## config.mk

```make
export PLATFORM = sky130hd
export DESIGN_NAME = drive_prot_supervisor
export DESIGN_NICKNAME = d
export VERILOG_FILES = /design/src/rtl/drive_prot_pkg.sv /design/src/rtl/drive_prot_supervisor.sv
export SDC_FILE = /design/constraint.sdc
export NUM_CORES = 1
export LEC_CHECK = 0
export BUFFER_PORTS_ARGS = -buffer_cell sky130_fd_sc_hd__buf_4
export CAP_MARGIN = 30
export CORE_ASPECT_RATIO = 1.5
export CORE_MARGIN = 8
export CORE_UTILIZATION = 45
export CTS_BUF_LIST = sky130_fd_sc_hd__clkbuf_8 sky130_fd_sc_hd__clkbuf_16
export DETAILED_ROUTE_END_ITERATION = 6
export PLACE_DENSITY = 0.58
export SLEW_MARGIN = 40
export SYNTH_ARGS = -nofsm -noshare
export SYNTH_HDL_FRONTEND = slang
export SYNTH_SLANG_ARGS = --single-unit
```

## constraint.sdc

```tcl
create_clock -name core_clk_i -period 46.4 [get_ports core_clk_i]
set_input_delay 4.64 -clock core_clk_i [delete_from_list [all_inputs] [get_ports core_clk_i]]
set_output_delay 4.64 -clock core_clk_i [all_outputs]
set_load 0.1 [all_outputs]
```

## src/rtl/drive_prot_pkg.sv

```systemverilog
// constants, types and register map of the drive protection supervisor
package drive_prot_pkg;
    // ------------------------------------------------------------
    // timing
    // ------------------------------------------------------------
    localparam int CLK_HZ        = 40_000_000;
    localparam int TICK_MS       = 10;
    localparam int TICK_CYC_DEF  = CLK_HZ / 1000 * TICK_MS;
    localparam int TICK_PER_DSEC = 100 / TICK_MS;
    localparam int TICK_PER_SEC  = 1000 / TICK_MS;
    // ------------------------------------------------------------
    // register offsets (byte addresses)
    // ------------------------------------------------------------
    localparam logic [7:0] OFS_CTRL  = 8'h00;
    localparam logic [7:0] OFS_LEVEL = 8'h04;
    localparam logic [7:0] OFS_TIME  = 8'h08;
    localparam logic [7:0] OFS_THERM = 8'h0c;
    localparam logic [7:0] OFS_TLVL  = 8'h10;
    localparam logic [7:0] OFS_ROUTE = 8'h14;
    localparam logic [7:0] OFS_STAT  = 8'h18;
    localparam logic [7:0] OFS_CLR   = 8'h1c;
    // ------------------------------------------------------------
    // reset values and fixed thresholds
    // ------------------------------------------------------------
    localparam logic [31:0] CTRL_RST  = 32'h0000_0000;
    localparam logic [31:0] LEVEL_RST = 32'h0000_0000;
    localparam logic [31:0] TIME_RST  = 32'h0000_0000;
    localparam logic [31:0] THERM_RST = 32'h0001_0000;
    localparam logic [31:0] TLVL_RST  = 32'h0064_6464;
    localparam logic [31:0] ROUTE_RST = 32'h0000_0000;
    localparam logic [8:0]  OPL_MIN_PCT = 9'h00a;
    localparam logic [8:0]  GF_PCT      = 9'h032;
    localparam logic [7:0]  DI_PERMIT   = 8'h3a;
    localparam logic [7:0]  RLY_TQ_A    = 8'h0c;
    localparam logic [7:0]  RLY_TQ_B    = 8'h19;
    // ------------------------------------------------------------
    // types
    // ------------------------------------------------------------
    typedef enum logic [1:0] {DET_OFF = 2'b00, DET_AT_SPEED = 2'b01, DET_RUN = 2'b10} det_sel_t;
    typedef enum logic [1:0] {ACT_RAMP = 2'b00, ACT_ALARM = 2'b01, ACT_COAST = 2'b10} tq_act_t;
    typedef enum logic [1:0] {EXT_RAMP = 2'b00, EXT_COAST = 2'b01, EXT_GO = 2'b10} ext_act_t;
    typedef enum logic [1:0] {FAN_RUN = 2'b00, FAN_ALWAYS = 2'b01, FAN_HOT = 2'b10} fan_mode_t;
    typedef enum logic [1:0] {OH_OFF = 2'b00, OH_RAMP = 2'b01, OH_COAST = 2'b10,
                              OH_GO = 2'b11} oh_sel_t;
    typedef enum logic [3:0] {
        FC_NONE = 4'h0, FC_OPL = 4'h1, FC_GF = 4'h2, FC_OH = 4'h3,
        FC_OT = 4'h4, FC_LT = 4'h5, FC_EXT = 4'h6
    } fault_code_t;
    typedef struct packed {
        logic [8:0] current_pct;
        logic [8:0] torque_pct;
        logic [8:0] leakage_pct;
        logic [7:0] therm_dv;
        logic       phase_missing;
        logic       running;
        logic       freq_reached;
        logic       ext_fault;
        logic       run_permit;
        logic       heatsink_hot;
    } sense_t;
endpackage

```

## src/rtl/drive_prot_supervisor.sv

```systemverilog
// protection supervisor: fault detection, stop requests, relays and fan
//
// Notes on behaviour
// RULE_01: output phase loss trips output and contact
// RULE_02: phase loss ignored below ten percent current
// RULE_03: over-torque arming off, at-speed or run
// RULE_04: over-torque after level held for time
// RULE_05: over-torque acts ramp, alarm or coast
// RULE_06: low-torque arming off, at-speed or run
// RULE_07: low-torque after below level for time
// RULE_08: low-torque acts ramp, alarm or coast
// RULE_09: percent base is current or torque
// RULE_10: relay codes 12/25 show torque detection
// RULE_11: leakage over half rating coasts, faults
// RULE_12: external fault ramps, coasts or continues
// RULE_13: external fault watched always or running
// RULE_14: permit input code 58 stops drive
// RULE_15: fan mode 0 follows run plus delay; code also turns it on while heat-sink hot
// RULE_16: fan mode 1 always on
// RULE_17: fan mode 2 follows heat-sink plus delay
// RULE_18: overheat off, ramp, coast or continue
// RULE_19: thermistor voltage low-pass filtered
// RULE_20: overheat delay and three voltage levels
// RULE_21: mode 3 warns, coasts after delay
// RULE_22: overheat clears below restart level
// RULE_23: timers restart when condition breaks
//
// The implementer's own choices: strobed register access and the address map.
`timescale 1ns/10ps
module drive_prot_supervisor #(
    parameter int TICK_CYCLES = drive_prot_pkg::TICK_CYC_DEF
) (
    input  wire logic                   core_clk_i,
    input  wire logic                   rst_n_i,
    input  wire logic [7:0]             addr_i,
    input  wire logic [31:0]            wr_data_i,
    input  wire logic                   wr_i,
    input  wire logic                   rd_i,
    output logic      [31:0]            rd_data_o,
    input  wire drive_prot_pkg::sense_t sense_i,
    output logic                        output_off_o,
    output logic                        ramp_stop_o,
    output logic                        coast_stop_o,
    output logic                        fault_contact_o,
    output logic                        alarm_o,
    output logic      [3:0]             fault_code_o,
    output logic                        motor_temp_warning_o,
    output logic                        relay_output_one_o,
    output logic                        relay_output_two_o,
    output logic                        fan_on_o
);
    // ------------------------------------------------------------
    // input synchroniser
    // ------------------------------------------------------------
    // words are treated as slow analog readings; a torn sample lasts one cycle
    drive_prot_pkg::sense_t sense_q1;
    drive_prot_pkg::sense_t s;
    always_ff @(posedge core_clk_i) begin
        sense_q1 <= sense_i;
        s        <= sense_q1;
    end

    // ------------------------------------------------------------
    // registers
    // ------------------------------------------------------------
    logic [31:0] ctrl;
    logic [31:0] level;
    logic [31:0] times;
    logic [31:0] therm;
    logic [31:0] tlvl;
    logic [31:0] route;
    logic        clr_req;
    logic [31:0] status;
    always_ff @(posedge core_clk_i) begin
        if (!rst_n_i) begin
            ctrl  <= drive_prot_pkg::CTRL_RST;
            level <= drive_prot_pkg::LEVEL_RST;
            times <= drive_prot_pkg::TIME_RST;
            therm <= drive_prot_pkg::THERM_RST;
            tlvl  <= drive_prot_pkg::TLVL_RST;
            route <= drive_prot_pkg::ROUTE_RST;
        end else if (wr_i) begin
            case (addr_i)
                drive_prot_pkg::OFS_CTRL:  ctrl  <= wr_data_i;
                drive_prot_pkg::OFS_LEVEL: level <= wr_data_i;
                drive_prot_pkg::OFS_TIME:  times <= wr_data_i;
                drive_prot_pkg::OFS_THERM: therm <= wr_data_i;
                drive_prot_pkg::OFS_TLVL:  tlvl  <= wr_data_i;
                drive_prot_pkg::OFS_ROUTE: route <= wr_data_i;
                default: ;
            endcase
        end
    end
    assign clr_req = wr_i && addr_i == drive_prot_pkg::OFS_CLR && wr_data_i[0];

    always_ff @(posedge core_clk_i) begin
        if (!rst_n_i)
            rd_data_o <= 32'h0000_0000;
        else if (rd_i) begin
            case (addr_i)
                drive_prot_pkg::OFS_CTRL:  rd_data_o <= ctrl;
                drive_prot_pkg::OFS_LEVEL: rd_data_o <= level;
                drive_prot_pkg::OFS_TIME:  rd_data_o <= times;
                drive_prot_pkg::OFS_THERM: rd_data_o <= therm;
                drive_prot_pkg::OFS_TLVL:  rd_data_o <= tlvl;
                drive_prot_pkg::OFS_ROUTE: rd_data_o <= route;
                drive_prot_pkg::OFS_STAT:  rd_data_o <= status;
                default:                   rd_data_o <= 32'h0000_0000;
            endcase
        end else
            rd_data_o <= 32'h0000_0000;
    end

    // control fields
    logic      opl_en;
    logic      gf_en;
    logic      ext_det;
    logic      permit_coast;
    logic      vector_mode;
    logic [1:0] ext_act;
    logic [1:0] fan_mode;
    logic [1:0] oh_sel;
    assign opl_en       = ctrl[0];
    assign gf_en        = ctrl[9];
    assign ext_act      = ctrl[11:10];
    assign ext_det      = ctrl[12];
    assign permit_coast = ctrl[13];
    assign fan_mode     = ctrl[15:14];
    assign oh_sel       = ctrl[17:16];
    assign vector_mode  = ctrl[18];

    // ------------------------------------------------------------
    // time base
    // ------------------------------------------------------------
    logic [31:0] tick_cnt;
    logic        tick;
    always_ff @(posedge core_clk_i) begin
        if (!rst_n_i || tick)
            tick_cnt <= 32'h0000_0000;
        else
            tick_cnt <= tick_cnt + 32'h0000_0001;
    end
    assign tick = tick_cnt == 32'(TICK_CYCLES - 1);

    // ------------------------------------------------------------
    // phase loss and ground fault
    // ------------------------------------------------------------
    logic opl_flt;
    logic gf_flt;
    logic opl_set;
    logic gf_set;
    assign opl_set = opl_en && s.phase_missing
                     && s.current_pct >= drive_prot_pkg::OPL_MIN_PCT; // see RULE_01 RULE_02
    assign gf_set  = gf_en && s.leakage_pct > drive_prot_pkg::GF_PCT; // see RULE_11
    // set wins over a clear in the same cycle
    always_ff @(posedge core_clk_i) begin
        if (!rst_n_i) begin
            opl_flt <= 1'b0;
            gf_flt  <= 1'b0;
        end else begin
            opl_flt <= opl_set || (opl_flt && !clr_req);
            gf_flt  <= gf_set || (gf_flt && !clr_req);
        end
    end

    // ------------------------------------------------------------
    // over-torque (0) and low-torque (1) detectors
    // ------------------------------------------------------------
    logic [8:0] load_pct;
    logic [1:0] tq_flt;
    logic [1:0] tq_coast;
    logic [1:0] tq_alm;
    logic [1:0] tq_cond;
    logic [9:0] tq_cnt [2];
    assign load_pct = vector_mode ? s.torque_pct : s.current_pct; // see RULE_09

    for (genvar g = 0; g < 2; g++) begin : g_tq
        logic [1:0] sel;
        logic [1:0] act;
        logic [8:0] lvl;
        logic [9:0] target;
        logic       armed;
        logic       hit;
        assign sel    = ctrl[4*g+2 -: 2];
        assign act    = ctrl[4*g+4 -: 2];
        assign lvl    = level[16*g+8 -: 9];
        assign target = 10'(times[8*g+6 -: 7] * drive_prot_pkg::TICK_PER_DSEC);
        assign armed  = s.running && (sel == drive_prot_pkg::DET_RUN
                        || (sel == drive_prot_pkg::DET_AT_SPEED
                            && s.freq_reached)); // see RULE_03 RULE_06
        assign tq_cond[g] = armed && (g == 0 ? load_pct > lvl
                                             : load_pct < lvl); // see RULE_04 RULE_07
        assign hit = tq_cond[g] && tq_cnt[g] >= target;
        always_ff @(posedge core_clk_i) begin
            if (!rst_n_i || !tq_cond[g])
                tq_cnt[g] <= 10'h000; // see RULE_23
            else if (tick && tq_cnt[g] < target)
                tq_cnt[g] <= tq_cnt[g] + 10'h001;
        end
        always_ff @(posedge core_clk_i) begin
            if (!rst_n_i) begin
                tq_flt[g]   <= 1'b0;
                tq_coast[g] <= 1'b0;
                tq_alm[g]   <= 1'b0;
            end else begin
                tq_alm[g] <= hit && act == drive_prot_pkg::ACT_ALARM; // see RULE_05 RULE_08
                if (hit && act != drive_prot_pkg::ACT_ALARM) begin
                    tq_flt[g]   <= 1'b1;
                    tq_coast[g] <= act == drive_prot_pkg::ACT_COAST;
                end else if (clr_req) begin
                    tq_flt[g]   <= 1'b0;
                    tq_coast[g] <= 1'b0;
                end
            end
        end
    end

    // ------------------------------------------------------------
    // external fault and run permit
    // ------------------------------------------------------------
    logic ext_flt;
    logic ext_alm;
    logic ext_seen;
    logic permit_stop;
    assign ext_seen = s.ext_fault && (!ext_det || s.running); // see RULE_13
    always_ff @(posedge core_clk_i) begin
        if (!rst_n_i) begin
            ext_flt <= 1'b0;
            ext_alm <= 1'b0;
        end else begin
            ext_alm <= ext_seen && ext_act == drive_prot_pkg::EXT_GO; // see RULE_12
            ext_flt <= (ext_seen && ext_act != drive_prot_pkg::EXT_GO)
                       || (ext_flt && !clr_req);
        end
    end
    assign permit_stop = route[23:16] == drive_prot_pkg::DI_PERMIT
                         && !s.run_permit; // see RULE_14

    // ------------------------------------------------------------
    // thermistor filter and motor overheat
    // ------------------------------------------------------------
    logic [15:0]        filt;
    logic signed [16:0] diff;
    logic [8:0]         tc;
    logic [7:0]         filt_v;
    assign tc     = therm[8:0];
    assign diff   = $signed({1'b0, s.therm_dv, 8'h00}) - $signed({1'b0, filt});
    assign filt_v = filt[15:8];
    // divide each tick trades area for a true first-order response
    always_ff @(posedge core_clk_i) begin
        if (!rst_n_i)
            filt <= 16'h0000;
        else if (tc == 9'h000)
            filt <= {s.therm_dv, 8'h00};
        else if (tick)
            filt <= 16'($signed({1'b0, filt}) + diff / $signed({1'b0, tc})); // see RULE_19
    end

    logic [14:0] oh_cnt;
    logic [14:0] oh_target;
    logic        oh_cond;
    logic        oh_flt;
    logic        oh_set;
    logic        oh_warn;
    assign oh_target = 15'(therm[24:16] * drive_prot_pkg::TICK_PER_SEC); // see RULE_20
    assign oh_cond   = oh_sel == drive_prot_pkg::OH_GO && filt_v > {1'b0, tlvl[6:0]};
    always_ff @(posedge core_clk_i) begin
        if (!rst_n_i || !oh_cond)
            oh_cnt <= 15'h0000; // see RULE_23
        else if (tick && oh_cnt < oh_target)
            oh_cnt <= oh_cnt + 15'h0001;
    end
    assign oh_warn = oh_sel != drive_prot_pkg::OH_OFF
                     && filt_v > {1'b0, tlvl[22:16]}; // see RULE_21
    assign oh_set  = (oh_warn && oh_sel != drive_prot_pkg::OH_GO)
                     || (oh_cond && oh_cnt >= oh_target); // see RULE_18 RULE_21
    always_ff @(posedge core_clk_i) begin
        if (!rst_n_i)
            oh_flt <= 1'b0;
        else if (oh_set)
            oh_flt <= 1'b1;
        else if (oh_sel == drive_prot_pkg::OH_OFF || filt_v < {1'b0, tlvl[14:8]})
            oh_flt <= 1'b0; // see RULE_22
    end

    // ------------------------------------------------------------
    // fan control
    // ------------------------------------------------------------
    logic [15:0] fan_cnt;
    logic [15:0] fan_target;
    logic        fan_idle;
    logic        fan_want;
    assign fan_target = 16'(times[25:16] * drive_prot_pkg::TICK_PER_SEC);
    assign fan_idle   = fan_mode == drive_prot_pkg::FAN_HOT ? !s.heatsink_hot : !s.running;
    always_ff @(posedge core_clk_i) begin
        if (!rst_n_i || !fan_idle)
            fan_cnt <= 16'h0000;
        else if (tick && fan_cnt < fan_target)
            fan_cnt <= fan_cnt + 16'h0001;
    end
    always_comb begin
        case (fan_mode)
            drive_prot_pkg::FAN_RUN:    fan_want = s.running || s.heatsink_hot
                                                   || fan_cnt < fan_target; // see RULE_15
            drive_prot_pkg::FAN_ALWAYS: fan_want = 1'b1; // see RULE_16
            drive_prot_pkg::FAN_HOT:    fan_want = s.heatsink_hot
                                                   || fan_cnt < fan_target; // see RULE_17
            default:                    fan_want = s.running;
        endcase
    end

    // ------------------------------------------------------------
    // outputs
    // ------------------------------------------------------------
    logic        any_coast;
    logic        any_ramp;
    logic        any_flt;
    logic        tq_state;
    logic [3:0]  code;
    assign tq_state  = |tq_flt || |tq_alm;
    assign any_coast = gf_flt || opl_flt || |tq_coast
                       || (ext_flt && ext_act == drive_prot_pkg::EXT_COAST)
                       || (oh_flt && oh_sel != drive_prot_pkg::OH_RAMP)
                       || (permit_stop && permit_coast); // see RULE_11 RULE_14
    assign any_ramp  = (|(tq_flt & ~tq_coast))
                       || (ext_flt && ext_act == drive_prot_pkg::EXT_RAMP)
                       || (oh_flt && oh_sel == drive_prot_pkg::OH_RAMP)
                       || (permit_stop && !permit_coast); // see RULE_12 RULE_18
    assign any_flt   = opl_flt || gf_flt || oh_flt || |tq_flt || ext_flt;
    always_comb begin
        if (opl_flt)        code = drive_prot_pkg::FC_OPL;
        else if (gf_flt)    code = drive_prot_pkg::FC_GF;
        else if (oh_flt)    code = drive_prot_pkg::FC_OH;
        else if (tq_flt[0]) code = drive_prot_pkg::FC_OT;
        else if (tq_flt[1]) code = drive_prot_pkg::FC_LT;
        else if (ext_flt)   code = drive_prot_pkg::FC_EXT;
        else                code = drive_prot_pkg::FC_NONE;
    end
    assign status = {16'h0000, 1'b0, fan_on_o, oh_warn, ext_alm, tq_alm,
                     permit_stop, any_flt, filt_v};

    always_ff @(posedge core_clk_i) begin
        if (!rst_n_i) begin
            output_off_o         <= 1'b0;
            ramp_stop_o          <= 1'b0;
            coast_stop_o         <= 1'b0;
            fault_contact_o      <= 1'b0;
            alarm_o              <= 1'b0;
            fault_code_o         <= 4'h0;
            motor_temp_warning_o <= 1'b0;
            relay_output_one_o   <= 1'b0;
            relay_output_two_o   <= 1'b0;
            fan_on_o             <= 1'b0;
        end else begin
            output_off_o         <= opl_flt; // see RULE_01
            coast_stop_o         <= any_coast;
            ramp_stop_o          <= any_ramp && !any_coast;
            fault_contact_o      <= any_flt;
            alarm_o              <= |tq_alm || ext_alm || oh_warn;
            fault_code_o         <= code;
            motor_temp_warning_o <= oh_warn;
            relay_output_one_o   <= tq_state && (route[7:0] == drive_prot_pkg::RLY_TQ_A
                                   || route[7:0] == drive_prot_pkg::RLY_TQ_B); // see RULE_10
            relay_output_two_o   <= tq_state && (route[15:8] == drive_prot_pkg::RLY_TQ_A
                                   || route[15:8] == drive_prot_pkg::RLY_TQ_B);
            fan_on_o             <= fan_want;
        end
    end
endmodule

```

After elaboration in Yosys (flattened, before gate mapping). Memories as Yosys holds them, arrays and structs flattened. Cells that the tools add are included. W data, S select, Z words.

Order comparisons: 14. Reduce and logical (&&, ||, !) cells: 110. Divide/modulo/power cells: 1. $mul: 4. Muxes and demuxes: 31. Bitwise operators: 5. Equal/unequal tests: 32. $add $sub $neg: 7. Shift operators: 0.

Operator list (number): $pmux W32 S7 (1); $eq A8 B5 Y1 const B (6); $logic_and A1 B1 Y1 (41); $add A32 B1 Y32 const B (1); $eq A32 B19 Y1 const B (1); $eq A8 B4 Y1 const B (4); $logic_or A1 B1 Y1 (32); $mux W16 (2); $add A10 B1 Y10 const B (2); $ge A10 B10 Y1 (2); $lt A10 B10 Y1 (2); $mux W10 (2); $mux W1 (19); $mul A7 B3 Y9 const B (2); $div A17 B10 Y17 (1); $sub A16 B16 Y17 (1); $add A16 B1 Y16 const B (1); $add A16 B16 Y16 (1); $gt A8 B7 Y1 (2); $lt A16 B16 Y1 (1); $add A15 B1 Y15 const B (1); $ge A15 B15 Y1 (1); $lt A15 B15 Y1 (1); $eq A2 B1 Y1 const B (7); other kinds (29) (70).

Input bits: 85. Bits in registers: 409. Memories: 1. ROM bits: 0. Latch bits: 0. Output and inout bits: 45. RAM bits: 20.

Memory list: tq_cnt (words 2, width 10, read ports 2, clocked after Yosys merged registers in 0, wr ports 2, line drive_prot_supervisor.sv:174) `logic [9:0] tq_cnt [2];`.

Longest topological paths before layout. Gate-level depths: netlist of run 1.

Word-level depth: 10. Depth in mapped cells: 202.

Worst setup path after synthesis of run 1. Ideal clock, no wire load.

Path type: reg-to-reg. Start point: reg filt[1]. End point: reg filt[15]. Data arrival time: 36.872 ns. Data required time: 46.254 ns. Slack: 9.382 ns. Cell stages (with the launch flop): 193. Library setup time: 0.146 ns. Period minus slack after synthesis: 37.018 ns. Buffers on the path: 11. Cells stage by stage: dfxtp_1 -> clkbuf_1 -> inv_1 -> ha_1 -> nor3b_2 -> and4_1 -> a2111oi_2 -> nand2_1 -> nor4_1 -> nand3_1 -> nor2_1 -> ha_1 -> o21ai_0 -> a21boi_0 -> ha_1 -> o21ai_0 -> a21oi_1 -> nand2_1 -> [... 157 more ...] -> ha_1 -> a21o_1 -> a21oi_1 -> o21bai_1 -> a21oi_1 -> o21bai_1 -> a21oi_1 -> o21bai_1 -> a21oi_1 -> o21bai_1 -> a21oi_1 -> o21bai_1 -> a21oi_1 -> o21bai_1 -> a21oi_1 -> xnor2_1 -> xnor2_1 -> a31oi_1.

Word-level cells in the longest chain between the ends: 5.

RTL lines: start, declared (line drive_prot_supervisor.sv:242) `logic [15:0] filt;`; start signal, assigned (line drive_prot_supervisor.sv:254) `filt <= {s.therm_dv, 8'h00};`; start signal, assigned (line drive_prot_supervisor.sv:256) `filt <= 16'($signed({1'b0, filt}) + diff / $signed({1'b0, tc}));`; $sub A16 B16 Y17 (line drive_prot_supervisor.sv:247) `assign diff = $signed({1'b0, s.therm_dv, 8'h00}) - $signed({1'b0, filt});`; $div A17 B10 Y17 (line drive_prot_supervisor.sv:256); $add A16 B16 Y16 (*) (line drive_prot_supervisor.sv:256); $mux W16 (*) (line drive_prot_supervisor.sv:255) `else if (tick)`; $mux W16 (*) (line drive_prot_supervisor.sv:253) `else if (tc == 9'h000)`.

Every way passes the cells marked *; elsewhere a longest branch is shown, timed or not. The select of a mux whose other input is x is not followed. A chain may end at the register's enable or synchronous reset.

Worst setup path after layout of run 1.
Start point: reg filt[0]. End point: reg filt[15].

The elaborated chain is that of the path after synthesis.

==> summary.txt, run 1 <==
Outcome
  • Status: completed

Global route
  • First-pass GRT wire length: 143000 um
  • Number of global-route vias before repair: 25800
  • GRT overflow: 0
  • Initial antenna violation count: 2
  • Tot GR Track Use: 24.4%
  • Pin count of the biggest net entering global routing: 104

Yosys
  • Top_reg_cell synth: dfxtp_1
  • Synth cell types: 106
  • Async SR Flop Fraction: 0%
  • Synthesis Warnings: 0
  • Sequential area share after synthesis: 30.5%
  • Cells after synthesis: 3463
  • Mapped cell area: 28700 um^2
  • FF+latch count, synth: 428
  • EDFF count, synth: 20
  • Post-synthesis average cell area: 8.29 um^2
  • Synthesized net count: 3872

Place
  • Routability congestion estimate: 0.945
  • Port bufs: 128
  • DPL Wire Length: 69400 um
  • Placed insts: 4275

Finish
  • Commonest non-fill, non-tap cell in the layout: nand2_1
  • Fillers: 6041
  • Nets: 3924
  • Most frequent cells in the layout: nand2_1, dfxtp_1, ha_1, nor2_1, a21boi_0
  • Final cell count without fillers: 4354
  • Layout cells sized above 1: 10.0%
  • Synthesis-to-finish area growth: 11.1%

STA
  • Period utilization: 92.5%
  • Fmax: 0.0233 GHz
  • Setup Viol. Count Final: 0
  • Final Slew Violations: 0
  • Final hold viol count: 0
  • Tmin final: 42.93 ns
  • Slew Limit Headroom: 40.5%
  • Worst-margin pin slew: 0.892 ns
  • Layout Skew: 0.0251 ns
  • RSZ-0062 raised after global routing: false
  • Setup_tns: 0 ns

Worst setup path
  • CP max-delay cell: a2111oi_2
  • Worst Reg2Reg Path Length in Cells: 177
  • Worst Path Required: 46.80 ns
  • WS Path Type: reg -> reg
  • WP data arrival: 43.33 ns
  • Crit path top cell by count: a21oi_1
  • Crit end category: flip-flop
  • Crit path largest cell delay: 0.73 ns
  • Worst Setup Start Kind: flip-flop
  • CP max FO: 22
  • R2r setup slk: 3.47 ns

Job
  • Max cap viols: 0

Worst hold path
  • Hold WC Path Type: reg -> reg
  • Hold path depth: 0

Drt
  • Vias: 25500
  • Vias per cell: 5.86
  • Final ANT Viol Nets: 0
  • Initial drt markers: 1581
  • Post-route DRC: 0
  • Routed WL: 91200 um
  • WL per Instance: 20.9 um
  • Drt pass-1 iters: 7

Clock tree
  • Clock slew at reported path FFs: 0.07 ns
  • Clock root cell: clkbuf_16
  • Max Buffers Root-to-Sink: 3
  • Worst-skew pair later-pin latency: 0.56 ns
  • H-Tree Depth: 2
  • CTS tree: done
  • Clk sinks: 428
  • Num CTS Buffers: 42
  • Setup Buffers After CTS: 0

Die
  • Initial Util: 45.4%
  • Core Rows: 113
  • Die width: 222 um
  • Core Area: 63200 um^2
  • Die area: 72300 um^2
  • Ports: 130
  • DIE HEIGHT: 325 um
## final timing paths
path,startpoint,endpoint
worst min-delay path,sense_q1[36]$_DFF_P_,s[36]$_DFF_P_
worst max-delay path,filt[0]$_SDFFE_PP0P_,filt[15]$_SDFFE_PN0P_
worst max register to register,filt[0]$_SDFFE_PP0P_,filt[15]$_SDFFE_PN0P_
worst min register to register,sense_q1[36]$_DFF_P_,s[36]$_DFF_P_
## cells in the mapped netlist, types with 9 or more instances
cell type	count	area, um^2
dfxtp_1	408	8170
clkbuf_1	128	480
a21oi_1	160	801
o21bai_1	19	143
or3_1	34	213
nand3b_1	11	82.6
nor2_1	215	807
nand2_1	539	2020
a222oi_1	26	260
ha_1	312	3900
and3_1	20	125
nand2b_1	43	269
o211ai_1	36	270
fa_1	12	240
xnor2_1	105	920
nor2b_1	43	269
and2_1	20	125
o211a_1	12	120
a211oi_1	13	97.6
a22oi_1	58	435
mux2i_1	19	190
a21boi_0	193	1450
nor4_1	14	87.6
a31oi_1	45	282
edfxtp_1	20	601
or2_2	12	75.1
inv_1	192	721
o21a_1	69	518
buf_2	13	65.1
o21ai_0	111	556
a21o_1	54	405
nand4_1	35	219
and4_1	12	105
xor2_1	85	744
o22ai_1	9	56.3
mux2_2	38	428
o31ai_1	16	120
nand3_1	75	375
nor3_1	75	375
## layer usage
metal	up-vias	GRT usage, %	routed length, um
met2	744	45.1	46500
li1	12400	-	-
met4	0	14.6	5790
met1	12100	26.4	34800
met3	253	2.77	4050
met5	-	0	0
## critical path, delay by kind of cell, from the launching register on
family | cells | cell delay, ns
and+or+nand+nor | 35 | 7.99
buffers and inverters | 6 | 1.20
DFF | 1 | 0.42
muxes | 5 | 1.58
adders and majority gates | 20 | 6.32
AOI/OAI and AO/OA | 109 | 24.89
xor gates and xnor gates | 2 | 0.29
## per-stage QoR
stage                     hold slack (ns)  area (um^2)  utilization [%]  setup WS, ns
after CTS                           0.326        31900             50.4          3.52
after global routing                0.329        31900             50.5         0.224
after detailed placement            0.312        30400             48.1          3.67
after global placement              0.312        30300             48.0          5.01
final                               0.324        31900             50.5          3.47
after floorplan                     0.310        28700                -          9.38
## flip-flops by register name, indices dropped and copies added (netlist names), 2 cells and up
signal	cells
tq_flt	2
filt	16
level	32
s	41
ctrl	32
tlvl	32
sense_q1	41
times	32
therm	32
tq_cnt	20
tq_coast	2
rd_data_o	32
oh_cnt	15
tick_cnt	32
status	2
route	32
fault_code_o	3
fan_cnt	16
## layout make-up
type                       instances  area [um^2]  share of cell area [%]
antenna                            2         5.00                  0.0157
sequential                       428         8770                    27.5
inverter                         193          724                    2.27
clock inverter                    25          310                   0.973
timing repair buffer             154         1160                    3.64
tap                              805         1010                    3.16
multi-input combinational       2696        18700                    58.7
clock buffer                      51         1190                    3.72
## cells by family after synthesis
group                      Yosys count  share of synthesized area [%]
AOI/OAI and AO/OA                  922                           22.7
xor gates and xnor gates           190                           5.80
adders and majority gates          324                           14.4
buffers and inverters              339                           4.54
DFF                                428                           30.5
muxes                               60                           2.33
other                                1                         0.0131
and+or+nand+nor                   1199                           19.6
## repair_timing
action | 4_1_cts | 5_1_grt
setup endpoints to repair | 0 | 3
gates resized for setup | 0 | 2
hold buffers | 0 | 0
Power of run 1 is left out: the tool's default activity adds up to more than one toggle a clock period on the data nets, which glitch-free logic cannot reach.
==> inputs of run 2 (changes only) <==
PLACE_DENSITY = default   (was 0.58)
PLACE_DENSITY_LB_ADDON = 0.12   (was default)
==> summary.txt, run 2 (synthesized netlist as in run 1, its figures left out) <==
Die
  • Core Area: 63200 um^2 (unchanged)
  • DIE HEIGHT: 325 um (unchanged)
  • Core Rows: 113 (unchanged)
  • Initial Util: 45.4% (unchanged)
  • Die area: 72300 um^2 (unchanged)
  • Die width: 222 um (unchanged)
  • Ports: 130 (unchanged)

Global route
  • GRT met2 Usage: 46.1% (+0.99 points)
  • Number of global-route vias before repair: 25900 (+0.66%)
  • Initial antenna violation count: 2 (unchanged)
  • M1 GR Usage: 25.9% (-0.58 points)
  • GRT overflow: 0 (unchanged)
  • Grt peak-use layer: met2
  • Tot GR Track Use: 24.4% (-0.045 points)
  • First-pass GRT wire length: 143000 um (-0.41%)
  • Pin count of the biggest net entering global routing: 102 (-1.9%)
  • Met3 GRT Util: 2.81% (+0.045 points)

Drt
  • Routed WL: 91300 um (+0.17%)
  • Initial drt markers: 1577 (-0.25%)
  • Vias: 25600 (+0.15%)
  • Post-route DRC: 2 (+2)
  • Final ANT Viol Nets: 0 (unchanged)
  • Vias per cell: 5.88 (+0.24%)
  • Drt pass-1 iters: 7 (unchanged)
  • WL per Instance: 21.0 um (+0.26%)

Place
  • Port bufs: 128 (unchanged)
  • Routability congestion estimate: 0.912 (-3.5%)
  • Placement Cell Area: 30400 um^2 (about the same)
  • DPL Wire Length: 68600 um (-1.2%)
  • Placement Setup Slack: 3.41 ns (-0.265 ns)

Worst setup path
  • Top Family by Delay on Critical Path: compound AO/OA/AOI/OAI gates
  • WP data arrival: 42.94 ns (-0.39 ns)
  • Crit end category: flip-flop
  • Worst Path Required: 46.81 ns (about the same)
  • R2r setup slk: 3.88 ns (+0.41 ns)
  • Critical Path Source: filt[0]$_SDFFE_PP0P_
  • CP bufs+invs: 7 (+1)
  • CP max FO: 22 (unchanged)
  • Crit path largest cell delay: 0.78 ns (+0.05 ns)
  • CP max-delay cell: a2111oi_2
  • Reg-to-Reg Start: filt[0]$_SDFFE_PP0P_
  • Worst Setup Start Kind: flip-flop
  • WS Path Type: reg -> reg

Finish
  • Nets: 3921 (-0.076%)
  • Synthesis-to-finish area growth: 11.1% (about the same)
  • Register area: 8770 um^2 (unchanged)
  • Commonest non-fill, non-tap cell in the layout: nand2_1
  • Design area: 31900 um^2 (about the same)
  • Layout cells sized above 1: 10.0% (-0.020 points)
  • Fillers: 6057 (+0.26%)
  • Area of the multi-input gates: 18800 um^2 (+0.12%)
  • Largest regs: s: 41 flops, sense_q1: 41 flops
  • Most frequent cells in the layout: nand2_1, dfxtp_1, ha_1, nor2_1, inv_1

Clock tree
  • CTS tree: done
  • H-Tree Depth: 2 (unchanged)
  • Setup Buffers After CTS: 0 (unchanged)
  • Post-CTS Resized: 0 (unchanged)
  • # hold bufs at CTS: 0 (unchanged)
  • Clock slew at reported path FFs: 0.06 ns (about the same)
  • Max Buffers Root-to-Sink: 3 (unchanged)
  • Clk sinks: 428 (unchanged)
  • Worst-skew pair later-pin latency: 0.57 ns (about the same)
  • Clock root cell: clkbuf_16
  • Num CTS Buffers: 41 (-2.4%)

Worst hold path
  • Hold path startpoint: sense_q1[9]$_DFF_P_
  • Hold WC Path Type: reg -> reg

STA
  • Layout Skew: 0.0165 ns (-0.00858 ns)
  • Final Slew Violations: 0 (unchanged)
  • Final worst setup slack: 3.88 ns (+0.410 ns)
  • RSZ-0062 raised after global routing: false
  • Slew Limit Headroom: 38.9% (-1.7 points)
  • Worst-margin pin slew: 0.916 ns (+0.0242 ns)
  • Fmax: 0.0235 GHz (+0.97%)
  • Tmin final: 42.52 ns (-0.410 ns)
  • Setup_tns: 0 ns (unchanged)
  • Final hold viol count: 0 (unchanged)
  • Period utilization: 91.6% (-0.88 points)
  • Setup Viol. Count Final: 0 (unchanged)

Outcome
  • Failing checks: design-rule violations
  • Status: finished with violations

Job
  • Max cap viols: 0 (unchanged)
[run 2: cell count changes in the layout (fill, tap and decap cells not counted), moves of 3 or more]
cell / before / now
and2_1: 22 / 17
and2_2: 0 / 3
buf_4: 153 / 149
inv_1: 189 / 194
inv_4: 3 / 0
[run 2: final cells by class]
type	instances	area share, %
Antenna cell	1	0.00785
Inverter	193	2.27
Clock inverter	24	0.902
Timing Repair Buffer	152	3.61
Multi-Input combinational cell	2696	58.8
Clock buffer	51	3.75
Sequential cell	428	27.5
Tap cell	805	3.16
[run 2: metal layers]
| layer | wire length, um | part of all wire (%) |
|---|---|---|
| met5 | 13 | 0.014 |
| met4 | 5220 | 5.7 |
| met3 | 3540 | 3.9 |
| met2 | 47600 | 52 |
| met1 | 34900 | 38 |
[run 2: final timing paths]
check	end	cells past startpoint
min	s[9]$_DFF_P_	0
min reg2reg	s[9]$_DFF_P_	0
max	filt[15]$_SDFFE_PN0P_	177
max reg2reg	filt[15]$_SDFFE_PN0P_	177
[run 2: stage by stage]
step | instances | hold slack (ns) | utilization [%]
after floorplan | 3463 | 0.310 | -
after global placement | 4273 | 0.311 | 48.0
after detailed placement | 4273 | 0.312 | 48.1
after CTS | 4348 | 0.326 | 50.4
after global routing | 4350 | 0.326 | 50.5
final | 4350 | 0.324 | 50.5
Power of run 2 is left out for the same reason.
==> inputs of run 3 (changes only) <==
ABC_AREA = 1   (was default)
==> summary.txt, run 3 <==
Yosys
  • XOR/XNOR Fraction of Synth Area: 4.41% (-1.4 points)
  • Mux contribution to synthesized area: 0.118% (-2.2 points)
  • Post-synthesis average cell area: 7.35 um^2 (-11%)
  • Main combinational cell family by area after synthesis: simple AND/OR/NAND/NOR gates
  • Compound-Gate Fraction of Synth Area: 19.1% (-3.6 points)
  • Commonest cells post-synth: inv_1, nand2_1, dfxtp_1
  • Adder-Cell Fraction of Synth Area: 15.0% (+0.59 points)
  • Cells after synthesis: 3750 (+8.3%)
  • Async SR Flop Fraction: 0% (unchanged)
  • Mapped cell area: 27600 um^2 (-3.9%)
  • EDFF count, synth: 20 (unchanged)
  • Sequential area share after synthesis: 31.8% (+1.2 points)
  • Synth area leaders: dfxtp_1, ha_1, inv_1, nand2_1, a21oi_1
  • Synthesized net count: 4159 (+7.4%)
  • FF+latch count, synth: 428 (unchanged)
  • Top_reg_cell synth: dfxtp_1
  • Synth cell types: 71 (-33%)
  • Top-area cell type share of the netlist area: 29.6% (+1.2 points)
  • Synthesis Warnings: 0 (unchanged)
  • Most used standard cell by instance count after synthesis: inv_1
  • Yosys top cell by area: dfxtp_1
  • Post-synthesis simple-gate area fraction: 20.5% (+0.86 points)

Global route
  • Tot GR Track Use: 22.9% (-1.5 points)
  • GRT overflow: 0 (unchanged)
  • First-pass GRT wire length: 130000 um (-8.9%)
  • Pin count of the biggest net entering global routing: 86 (-16%)
  • Number of global-route vias before repair: 24900 (-4.1%)
  • Initial antenna violation count: 0 (-2)

Worst setup path
  • WS Path Type: reg -> reg
  • CP max FO: 23 (+4.5%)
  • Worst Path Required: 46.83 ns (+0.02 ns)
  • Worst Setup Start Kind: flip-flop
  • R2r setup slk: 5.58 ns (+1.70 ns)
  • Worst Reg2Reg Path Length in Cells: 250 (+41%)
  • Crit end category: flip-flop
  • WP data arrival: 41.25 ns (-1.69 ns)
  • Reg-to-Reg Start: filt[9]$_SDFFE_PN0P_
  • Crit path largest cell delay: 0.48 ns (-0.30 ns)
  • CP max-delay cell: a2111oi_1
  • FF-to-FF End: filt[15]$_SDFFE_PN0P_
  • Crit path top cell by count: nand2_1

STA
  • Period utilization: 88.0% (-3.7 points)
  • Fmax: 0.0245 GHz (+4.2%)
  • Setup Viol. Count Final: 0 (unchanged)
  • Final hold viol count: 0 (unchanged)
  • RSZ-0062 raised after global routing: false
  • Slew Limit Headroom: 33.6% (-5.2 points)
  • Worst-margin pin slew: 0.988 ns (+0.0716 ns)
  • Final Slew Violations: 0 (unchanged)
  • Setup_tns: 0 ns (unchanged)
  • Tmin final: 40.82 ns (-1.70 ns)
  • Layout Skew: 0.0371 ns (+0.0206 ns)

Finish
  • Nets: 4254 (+8.5%)
  • Largest regs: s: 41 flops, sense_q1: 41 flops
  • Diodes inserted: 0 (-1)
  • Synthesis-to-finish area growth: 11.3%
  • Most frequent cells in the layout: inv_1, nand2_1, dfxtp_1, a21oi_1, o21ai_0
  • Layout cells sized above 1: 8.65% (-1.4 points)
  • Commonest non-fill, non-tap cell in the layout: inv_1

Worst hold path
  • Worst Hold End: s[12]$_DFF_P_
  • Hold path startpoint: sense_q1[12]$_DFF_P_
  • Hold WC Path Type: reg -> reg
  • Hold path depth: 0 (unchanged)

Job
  • Max cap viols: 0 (unchanged)

Die
  • Die width: 218 um (-1.8%)
  • Initial Util: 45.3% (-0.081 points)
  • Core Area: 60800 um^2 (-3.7%)
  • Die area: 69600 um^2 (-3.7%)
  • Core Rows: 111 (-1.8%)
  • Ports: 130 (unchanged)
  • DIE HEIGHT: 319 um (-1.9%)

Drt
  • WL per Instance: 17.4 um (-17%)
  • Vias per cell: 5.32 (-9.5%)
  • Post-route DRC: 0 (-2)
  • Drt pass-1 iters: 5 (-2)
  • Vias: 24800 (-2.9%)
  • Final ANT Viol Nets: 0 (unchanged)
  • Routed WL: 81300 um (-11%)
  • Initial drt markers: 1249 (-21%)

Clock tree
  • Clock slew at reported path FFs: 0.08 ns (+0.02 ns)
  • Max Buffers Root-to-Sink: 3 (unchanged)
  • Clock root cell: clkbuf_16
  • # hold bufs at CTS: 0 (unchanged)
  • H-Tree Depth: 2 (unchanged)
  • Clk sinks: 428 (unchanged)
  • CTS tree: done
  • Setup Buffers After CTS: 0 (unchanged)
  • Num CTS Buffers: 40 (-2.4%)
  • Post-CTS Resized: 0 (unchanged)
  • Worst-skew pair later-pin latency: 0.57 ns (about the same)

Place
  • Routability congestion estimate: 0.884 (-3.1%)
  • Port bufs: 128 (unchanged)
  • DPL Wire Length: 63500 um (-7.5%)

Outcome
  • Status: completed
-- run 3: changes by cell type after synthesis, sizes merged, moves of 57 or more --
cell,change
inv,+355
o21ai,+227
a21oi,+226
a21boi,-190
nor2,+125
nand3,+89
xnor2,-59
a22oi,-57
-- run 3: how the worst max path moves through the flow --
stage | cells after the start | from | endpoint
6_report | 250 | filt[9]$_SDFFE_PN0P_ | filt[15]$_SDFFE_PN0P_
3_5_place_dp | 247 | filt[9]$_SDFFE_PN0P_ | filt[15]$_SDFFE_PN0P_
2_1_floorplan | 255 | filt[9]$_SDFFE_PN0P_ | filt[14]$_SDFFE_PN0P_
3_3_place_gp | 246 | filt[13]$_SDFFE_PN0P_ | filt[14]$_SDFFE_PN0P_
5_1_grt | 252 | filt[9]$_SDFFE_PN0P_ | filt[15]$_SDFFE_PN0P_
4_1_cts | 247 | filt[9]$_SDFFE_PN0P_ | filt[15]$_SDFFE_PN0P_
-- run 3: layer usage --
layer / GRT usage, % / wire length [um]
met1: 23.8 / 31300
met2: 43.9 / 42400
met3: 2.33 / 2650
met4: 12.7 / 4920
met5: 0 / 0
-- run 3: worst max-delay path: cells and delay by family, from the launching register on --
family	cells	cell delay, ns
compound gates	102	18.57
simple gates	82	9.19
fa+ha+maj	20	6.23
buf+inv	44	5.74
flops	1	0.47
xor+xnor	2	0.47
-- run 3: final cells by class --
cell class                 count  area [um^2]
multi-input combinational   2664        16300
fill                        6176        30100
clock buffer                  47         1130
sequential                   428         8770
clock inverter                24          218
tap                          791          990
inverter                     555         2090
timing repair buffer         156         1170
-- run 3: cell families after synthesis --
logic type      count (synthesis)
compound gates                941
mux                             3
xor+xnor                      139
flops                         428
other cells                     1
fa+ha+maj                     324
simple gates                 1256
buf+inv                       658
-- run 3: through the flow --
step                cells  setup slack (ns)  hold slack (ns)  util [%]  area [um^2]
finish               4665              5.58            0.309      50.5        30700
floorplan            3750              9.60            0.310         -        27600
CTS                  4665              4.95            0.306      50.4        30700
global placement     4594              5.81            0.309      48.2        29300
detailed placement   4594              5.10            0.312      48.2        29300
global route         4665            0.0177            0.319      50.5        30700
Power of run 3 is left out for the same reason.
